**src/include/ramp_pkg.sv**
```systemverilog
// ramp generator constants, widths and enumerations
// assumes a single 100 MHz clock shared by every block that imports it

package ramp_pkg;

    // ---------------------------------------------------------------
    // widths
    // ---------------------------------------------------------------
    localparam int VEL_W   = 23;
    localparam int POS_W   = 32;
    localparam int ACC_W   = 16;
    localparam int PAUSE_W = 16;
    localparam int FRAC_W  = 8;

    // ---------------------------------------------------------------
    // timing and scaling
    // ---------------------------------------------------------------
    // 512 cycles per speed update, 2^8 fractional acc bits: 512*256
    localparam int TICK_CYCLES = 512;
    localparam int TICK_W      = 9;
    // coarse compare drops this many low bits of each speed value
    localparam int CMP_IGNORE  = 8;
    // brake compare shift of the ramp-length relation
    localparam int RAMP_SHIFT  = 8;

    // ---------------------------------------------------------------
    // reset values
    // ---------------------------------------------------------------
    localparam logic [POS_W-1:0]   POS_RST   = 32'h0000_0000;
    localparam logic [VEL_W-1:0]   VEL_RST   = 23'h00_0000;
    localparam logic [PAUSE_W-1:0] PAUSE_RST = 16'h0000;

    // ---------------------------------------------------------------
    // enumerations
    // ---------------------------------------------------------------
    typedef enum logic [1:0] {
        MODE_POSITION = 2'b00,
        MODE_VEL_POS  = 2'b01,
        MODE_VEL_NEG  = 2'b10,
        MODE_HOLD     = 2'b11
    } motion_mode_t;

    typedef enum logic {
        ST_RUN   = 1'b0,
        ST_PAUSE = 1'b1
    } ramp_state_t;

endpackage

```
**src/verilog/stepper_ramp_generator.sv**
```systemverilog
// single-axis stepper ramp generator with step output and status flags
// assumes all inputs except rstn are synchronous to clk and held stable by the host

`timescale 1ns/1ns
`default_nettype none

module stepper_ramp_generator
    import ramp_pkg::*;
#(
    parameter int NUM_THR = 3
) (
    // clock and reset
    input  wire logic               clk,
    input  wire logic               rstn,
    // motion command
    input  wire logic [1:0]         mode,
    input  wire logic [POS_W-1:0]   target_position,
    // speeds
    input  wire logic [VEL_W-1:0]   launch_speed,
    input  wire logic [VEL_W-1:0]   halt_speed,
    input  wire logic [VEL_W-1:0]   transition_speed,
    input  wire logic [VEL_W-1:0]   peak_speed_limit,
    // accelerations
    input  wire logic [ACC_W-1:0]   first_acceleration,
    input  wire logic [ACC_W-1:0]   primary_acceleration,
    input  wire logic [ACC_W-1:0]   first_deceleration,
    input  wire logic [ACC_W-1:0]   peak_deceleration,
    // reversal pause and speed bands
    input  wire logic [PAUSE_W-1:0] reversal_pause_time,
    input  wire logic [VEL_W-1:0]   speed_threshold [NUM_THR],
    // step output
    output logic                    step_pulse,
    output logic                    move_dir,
    output logic [POS_W-1:0]        actual_position,
    output logic [VEL_W-1:0]        present_speed,
    // status
    output logic                    standstill,
    output logic                    speed_attained,
    output logic                    target_hit,
    output logic                    reversal_flag,
    output logic                    pause_active,
    output logic [NUM_THR-1:0]      speed_band_flags
);

    // ---------------------------------------------------------------
    // reset release
    // ---------------------------------------------------------------
    logic [1:0] rst_sync_r;
    logic       rst_n;
    always_ff @(posedge clk or negedge rstn) begin
        if (!rstn) begin
            rst_sync_r <= 2'b00;
        end else begin
            rst_sync_r <= {rst_sync_r[0], 1'b1};
        end
    end
    assign rst_n = rst_sync_r[1];

    // ---------------------------------------------------------------
    // declarations
    // ---------------------------------------------------------------
    ramp_state_t            state_r;
    logic [TICK_W-1:0]      tick_cnt_r;
    logic [PAUSE_W-1:0]     pause_cnt_r;
    logic [FRAC_W-1:0]      frac_r;
    logic [POS_W-1:0]       pos_r, dist_abs;
    logic signed [POS_W:0]  diff;
    logic [VEL_W-1:0]       vel_r, vel_nxt, step_acc_r, dv, floor_spd, start_spd;
    logic [VEL_W:0]         vel_up, floor_dv, step_sum;
    logic [2*VEL_W-1:0]     v_sq;
    logic [POS_W+ACC_W-1:0] stop_need;
    logic [ACC_W-1:0]       dec_sel, acc_sel;
    logic [ACC_W:0]         acc_sum;
    logic                   dir_r, half_r, step_r, rev_r, tick, pos_mode, vel_mode, at_target;
    logic                   goal_dir, move_req, wrong_dir, brake, slow_down, below_trans;
    logic                   go_pause, flip_now, pause_done, step_ok;

    // ---------------------------------------------------------------
    // speed update tick
    // ---------------------------------------------------------------
    // one fixed prescaler keeps every rate a pure ratio of clk
    always_ff @(posedge clk or negedge rst_n) begin
        if (!rst_n) begin
            tick_cnt_r <= '0;
        end else begin
            tick_cnt_r <= tick ? '0 : tick_cnt_r + 1'b1;
        end
    end
    assign tick = (tick_cnt_r == TICK_W'(TICK_CYCLES - 1));

    // ---------------------------------------------------------------
    // motion goal
    // ---------------------------------------------------------------
    assign pos_mode  = (mode == MODE_POSITION);
    assign vel_mode  = (mode == MODE_VEL_POS) || (mode == MODE_VEL_NEG);
    assign diff      = $signed({1'b0, target_position}) - $signed({1'b0, pos_r});
    assign dist_abs  = diff[POS_W] ? POS_W'(-diff) : diff[POS_W-1:0];
    assign at_target = (diff == '0);

    always_comb begin
        goal_dir = dir_r;
        move_req = 1'b0;
        case (mode)
            MODE_POSITION: begin
                goal_dir = !diff[POS_W];
                move_req = !at_target;
            end
            MODE_VEL_POS, MODE_VEL_NEG: begin
                goal_dir = (mode == MODE_VEL_POS);
                move_req = (peak_speed_limit != '0);
            end
            default: begin
                move_req = 1'b0;
            end
        endcase
    end

    assign wrong_dir = (vel_r != '0) && move_req && (goal_dir != dir_r);

    // ---------------------------------------------------------------
    // acceleration selection and braking point
    // ---------------------------------------------------------------
    assign below_trans = (vel_r < transition_speed);
    assign dec_sel = below_trans ? first_deceleration : peak_deceleration;

    // stop distance v^2/(d*2^8) compared without a divider
    assign v_sq      = vel_r * vel_r;
    assign stop_need = dist_abs * dec_sel;
    assign brake     = ({{(POS_W + ACC_W + RAMP_SHIFT - 2*VEL_W){1'b0}}, v_sq}
                        >= {stop_need, {RAMP_SHIFT{1'b0}}});

    assign slow_down = !move_req || wrong_dir || (pos_mode && brake)
                       || (vel_r > peak_speed_limit);

    assign acc_sel = vel_mode    ? primary_acceleration
                   : slow_down   ? dec_sel
                   : below_trans ? first_acceleration : primary_acceleration;

    // per tick the speed grows or drops by acc/256, the fraction carried over
    assign acc_sum  = {1'b0, acc_sel} + {{(ACC_W + 1 - FRAC_W){1'b0}}, frac_r};
    assign dv       = {{(VEL_W - (ACC_W + 1 - FRAC_W)){1'b0}}, acc_sum[ACC_W:FRAC_W]};
    assign vel_up   = {1'b0, vel_r} + {1'b0, dv};
    assign floor_dv = {1'b0, floor_spd} + {1'b0, dv};

    assign floor_spd = (!move_req || wrong_dir) ? '0
                     : !(pos_mode && brake) ? peak_speed_limit
                     : (halt_speed < peak_speed_limit) ? halt_speed : peak_speed_limit;

    // launch of zero falls back to a plain ramp from rest
    assign start_spd = (launch_speed != '0 && launch_speed <= peak_speed_limit) ? launch_speed
                     : (launch_speed == '0 && dv <= peak_speed_limit) ? dv : peak_speed_limit;

    // ---------------------------------------------------------------
    // next speed and reversal decision
    // ---------------------------------------------------------------
    always_comb begin
        vel_nxt  = vel_r;
        go_pause = 1'b0;
        flip_now = 1'b0;
        if (tick && state_r == ST_RUN && mode != MODE_HOLD) begin
            if (vel_r == '0 && move_req && goal_dir != dir_r) begin
                if (reversal_pause_time == '0) begin
                    flip_now = 1'b1;
                end else begin
                    go_pause = 1'b1;
                end
            end else if (pos_mode && at_target) begin
                vel_nxt = '0;
            end else if (slow_down) begin
                if ({1'b0, vel_r} > floor_dv) begin
                    vel_nxt = vel_r - dv;
                end else if (vel_r > floor_spd) begin
                    vel_nxt = floor_spd;
                end
            end else if (move_req) begin
                if (vel_r == '0 && pos_mode) begin
                    vel_nxt = start_spd;
                end else if (vel_up > {1'b0, peak_speed_limit}) begin
                    vel_nxt = peak_speed_limit;
                end else begin
                    vel_nxt = vel_up[VEL_W-1:0];
                end
            end
        end
    end

    // ---------------------------------------------------------------
    // state, pause counter and direction
    // ---------------------------------------------------------------
    assign pause_done = (state_r == ST_PAUSE) && tick && (pause_cnt_r <= PAUSE_W'(1));

    always_ff @(posedge clk or negedge rst_n) begin
        if (!rst_n) begin
            state_r     <= ST_RUN;
            pause_cnt_r <= PAUSE_RST;
        end else begin
            case (state_r)
                ST_RUN: begin
                    if (go_pause) begin
                        state_r     <= ST_PAUSE;
                        pause_cnt_r <= reversal_pause_time;
                    end
                end
                ST_PAUSE: begin
                    if (pause_done) begin
                        state_r <= ST_RUN;
                    end else if (tick) begin
                        pause_cnt_r <= pause_cnt_r - 1'b1;
                    end
                end
                default: begin
                    state_r <= ST_RUN;
                end
            endcase
        end
    end

    always_ff @(posedge clk or negedge rst_n) begin
        if (!rst_n) begin
            dir_r <= 1'b1;
        end else if (flip_now || pause_done) begin
            dir_r <= goal_dir;
        end
    end

    // ---------------------------------------------------------------
    // speed integrator
    // ---------------------------------------------------------------
    always_ff @(posedge clk or negedge rst_n) begin
        if (!rst_n) begin
            vel_r  <= VEL_RST;
            frac_r <= '0;
        end else begin
            vel_r <= vel_nxt;
            if (tick) begin
                frac_r <= acc_sum[FRAC_W-1:0];
            end
        end
    end

    // ---------------------------------------------------------------
    // step generator and position counter
    // ---------------------------------------------------------------
    // steps are held back at the target so no tick-late overshoot occurs
    assign step_ok  = (vel_r != '0) && (state_r == ST_RUN) && !(pos_mode && at_target);
    assign step_sum = {1'b0, step_acc_r} + {1'b0, vel_r};

    always_ff @(posedge clk or negedge rst_n) begin
        if (!rst_n) begin
            half_r     <= 1'b0;
            step_acc_r <= '0;
            step_r     <= 1'b0;
        end else begin
            half_r <= !half_r;
            step_r <= 1'b0;
            if (half_r && step_ok) begin
                step_acc_r <= step_sum[VEL_W-1:0];
                step_r     <= step_sum[VEL_W];
            end
        end
    end

    always_ff @(posedge clk or negedge rst_n) begin
        if (!rst_n) begin
            pos_r <= POS_RST;
        end else if (half_r && step_ok && step_sum[VEL_W]) begin
            pos_r <= dir_r ? pos_r + 1'b1 : pos_r - 1'b1;
        end
    end

    // ---------------------------------------------------------------
    // reversal flag
    // ---------------------------------------------------------------
    // a fresh reversal outranks the clear from a target hit
    always_ff @(posedge clk or negedge rst_n) begin
        if (!rst_n) begin
            rev_r <= 1'b0;
        end else if (pos_mode && tick && state_r == ST_RUN && wrong_dir) begin
            rev_r <= 1'b1;
        end else if (target_hit) begin
            rev_r <= 1'b0;
        end
    end

    // ---------------------------------------------------------------
    // outputs
    // ---------------------------------------------------------------
    assign step_pulse      = step_r;
    assign move_dir        = dir_r;
    assign actual_position = pos_r;
    assign present_speed   = vel_r;
    assign standstill      = (vel_r == '0);
    assign speed_attained  = (vel_r == peak_speed_limit);
    assign target_hit      = pos_mode && at_target && (vel_r == '0);
    assign reversal_flag   = rev_r;
    assign pause_active    = (state_r == ST_PAUSE);

    speed_band #(
        .NUM_THR (NUM_THR)
    ) u_band (
        .clk             (clk),
        .rst_n           (rst_n),
        .present_speed   (vel_r),
        .speed_threshold (speed_threshold),
        .above_r         (speed_band_flags)
    );
endmodule // stepper_ramp_generator

`default_nettype wire

```
**src/verilog/speed_band.sv**
```systemverilog
// velocity threshold comparators, one flag per threshold
// assumes present_speed comes from a flip-flop in the same clock domain

`timescale 1ns/1ns
`default_nettype none

module speed_band
    import ramp_pkg::*;
#(
    parameter int NUM_THR = 3
) (
    // clock and reset
    input  wire logic             clk,
    input  wire logic             rst_n,
    // speed and limits
    input  wire logic [VEL_W-1:0] present_speed,
    input  wire logic [VEL_W-1:0] speed_threshold [NUM_THR],
    // one bit per limit, set when the speed's upper bits are at or above the limit's
    output logic [NUM_THR-1:0]    above_r
);

    // upper bits only: the fine detail is not worth the comparator area
    function automatic logic [VEL_W-CMP_IGNORE-1:0] coarse(input logic [VEL_W-1:0] v);
        return v[VEL_W-1:CMP_IGNORE];
    endfunction

    genvar i;
    generate
        for (i = 0; i < NUM_THR; i++) begin : g_thr
            always_ff @(posedge clk or negedge rst_n) begin
                if (!rst_n) begin
                    above_r[i] <= 1'b0;
                end else begin
                    above_r[i] <= coarse(present_speed) >= coarse(speed_threshold[i]);
                end
            end

        end
    endgenerate
endmodule // speed_band

`default_nettype wire

```
**config.mk**
```make
export PLATFORM = sky130hd
export DESIGN_NAME = stepper_ramp_generator
export DESIGN_NICKNAME = d
export VERILOG_FILES = /design/src/include/ramp_pkg.sv /design/src/verilog/stepper_ramp_generator.sv /design/src/verilog/speed_band.sv
export SDC_FILE = /design/constraint.sdc
export NUM_CORES = 2
export LEC_CHECK = 0
export BUFFER_PORTS_ARGS = -buffer_cell sky130_fd_sc_hd__buf_4
export CAP_MARGIN = 20
export CORE_ASPECT_RATIO = 0.5
export CORE_MARGIN = 2
export CORE_UTILIZATION = 40
export CTS_CLUSTER_SIZE = 40
export DETAILED_ROUTE_END_ITERATION = 6
export PLACE_DENSITY = 0.67
export SLEW_MARGIN = 20
export SYNTH_ARGS = -nofsm -noshare
export SYNTH_HDL_FRONTEND = slang
export SYNTH_HIERARCHICAL = 1
export SYNTH_SLANG_ARGS = --single-unit
```
**constraint.sdc**
```tcl
create_clock -name clk -period 5.7 [get_ports clk]
set_input_delay 1.425 -clock clk [delete_from_list [all_inputs] [get_ports clk]]
set_output_delay 1.425 -clock clk [all_outputs]
set_load 0.02 [all_outputs]
```
==> results.cfg <==
[run_status]
status = finished with violations
violations = negative setup slack

[logic_synthesis]
ys_top_cells_by_count = 1128 x inv_1, 813 x fa_1, 689 x nand2_1
yosys.area.top_type = fa_1
synth_seq_area_share = 0.0593
synthFlopType = dfrtp_1
syn_inst = 6141
syn_area_sq_um = 51100
synth_seq_cells = 121
ys_types = 106
synth-edff-count = 0
async_flop_share = 1.00
yosysTopAreaCellShare = 0.318
synth_warnings = 6
synth.area.top_cells = fa_1 32%, ha_1 16%, inv_1 8.3%
synthMostInstantiatedCell = inv_1
syn_area_per_cell_sq_um = 8.32

[clock_tree]
holdBufCountCts = 0
path_clk_slew_ns = 0.08
cts_tree = built
root_buffer = clkbuf_16
insertion_delay_ns = 0.53
clockBufferDepth = 2
htree_levels = 4
cts_buffers = 17
cts.sinks = 121

[timing]
grt_setup_unrepaired = yes
worst_slew_pin_slew_ns = 0.906
setup_violations = 32
min_period_over_period = 3.16
hold_violations = 0
final.min_clock_period_ns = 17.99
relSlewSlack = 0.396
fmax_mhz = 55.6
skew_ns = 0.0216
maxSlewViolCount = 0
setup_ws_ns = -12.29

[setup_path]
slowest_delay_ns = 0.56
worstSetupPathType = input port to flip-flop
crit_required_ns = 6.11
endpoint_kind = flip-flop
critical_path_arrival_ns = 18.40
cpMostUsedCell = a21oi_2
cp-start-kind = input port
crit_slowest_cell = fa_1
crit_fanout = 5

[placement]
place.port_buffers = 317
place_inst = 9240
dp_hpwl_mm = 144
gp_congestion = 0.958

[finish]
syn2layout_area_growth_pct = 34.6
fillCellCount = 11500
final_nets = 9421
multi_input_area_sq_um = 45000
final_cells = 9375
regArea_sq_um = 3040
drive_gt1_frac = 0.280

[floorplan]
start_util = 0.404
die_h_um = 257
die_width_um = 510
coreArea_sq_um = 126000
ios = 342
die_area_sq_um = 131000
rows = 92

[routing]
via_count = 48500
drtPass1Iterations = 5
routed_wl_mm = 170
viasPerCell = 5.17
post_drt_wl_per_cell_um = 18.1
antenna_left = 0
first_iter_violations = 3494
drcViolationCount = 0

[global_route]
antenna_found_initial = 5
grt_pass1_wl_mm = 271
grt_overflow = 0
grt_start_max_net_pins = 52
grt_use_total = 0.262
grt_pass1_vias = 50000

[job]
maxCapViolCount = 0

[worst_hold_path]
min-delay-path-class = flip-flop to flip-flop
[sequential cells by signal (all words and copies together) (netlist names)]
signal	flops
pause_active	1
actual_position	32
step_acc_r	23
present_speed	23
frac_r	8
reversal_flag	1
tick_cnt_r	9
half_r	1
u_band/above_r	3
move_dir	1
pause_cnt_r	16
step_pulse	1
rst_sync_r	2
[placed cells by master, fill, tap and decap left out, drive strengths merged, types with 26 or more instances in the layout]
cell type / n
a211oi: 48
nand2b: 59
inv: 1138
a21oi: 303
nor3: 81
dfrtp: 120
nand4: 68
or3: 29
o21ai: 252
xor2: 119
and3: 30
o21a: 51
mux2: 26
a31oi: 26
o21bai: 32
fa: 813
xnor2: 166
mux2i: 43
nor2b: 46
nand2: 690
buf: 1715
ha: 663
nor4: 46
nand3: 79
a21o: 108
o22ai: 33
and2: 171
nor2: 442
[final timing paths]
| check | start | endpoint | slack (ns) | depth (start not counted) |
|---|---|---|---|---|
| hold / removal | rst_sync_r[0] | rst_sync_r[1] | 0.35 | 0 |
| hold reg to reg | rst_sync_r[0] | rst_sync_r[1] | 0.35 | 0 |
| setup reg to reg | actual_position[1] | present_speed[5] | -11.77 | 88 |
| max in group asynchronous | rst_sync_r[1] | actual_position[13] | 4.13 | 1 |
| min in group asynchronous | rst_sync_r[1] | pause_cnt_r[13] | 0.44 | 0 |
| setup / recovery | target_position[1] | present_speed[5] | -12.29 | 88 |
[per-layer routing]
metal	routed length (um)	vias up	GRT usage
met4	5710	2	0.0807
met3	12200	298	0.0394
met2	79600	1614	0.437
met5	7	-	0
li1	-	23000	-
met1	72400	23600	0.351
[through the flow]
stage	hold slack (ns)	cell area [sq um]	setup WS (ns)	utilization	TNS, ns
after detailed placement	0.339	65800	-13.42	0.520	-395.50
after CTS	0.357	68000	-12.03	0.538	-329.80
final	0.354	68800	-12.29	0.544	-336.35
after global placement	0.336	65800	-13.12	0.520	-386.34
after global routing	0.362	68800	-13.19	0.544	-361.29
after floorplan	0.331	51900	-12.24	-	-334.97
[layout make-up]
| type | instances | area share |
|---|---|---|
| Antenna cell | 2 | 0.0000727 |
| Clock buffer | 17 | 0.00618 |
| Clock inverter | 15 | 0.00256 |
| Inverter | 1131 | 0.0619 |
| Multi-Input combinational cell | 4681 | 0.655 |
| Sequential cell | 121 | 0.0441 |
| Tap cell | 1692 | 0.0308 |
| Timing Repair Buffer | 1716 | 0.200 |
[worst max-delay path: cells and delay by family]
family / cells / cell delay (ns)
fa+ha+maj: 13 / 4.95
simple gates: 24 / 4.15
compound gates: 31 / 5.01
xor+xnor: 4 / 0.69
mux: 1 / 0.34
buf+inv: 15 / 1.78
[cell families (layout without fill, tap and decap cells)]
family | Yosys count | in the layout | synth area share
adders and majority gates | 1476 | 1476 | 0.481
buffers and inverters | 1340 | 2879 | 0.0999
xor gates and xnor gates | 285 | 285 | 0.0488
other | 2 | 5 | 0.000147
and+or+nand+nor | 1800 | 1800 | 0.164
AOI/OAI and AO/OA | 1048 | 1048 | 0.132
DFF | 121 | 121 | 0.0593
muxes | 69 | 69 | 0.0142
[repair_timing]
action / CTS / global route
gates resized for setup: 228 / 140
pin swaps: 192 / 127
hold endpoints to repair: 0 / 0
cloned: 4 / 0
setup buffers: 92 / 33
setup endpoints to repair: 49 / 62
Power is left out: the tool's default activity adds up to more than one toggle a clock period on the data nets, which glitch-free logic cannot reach.
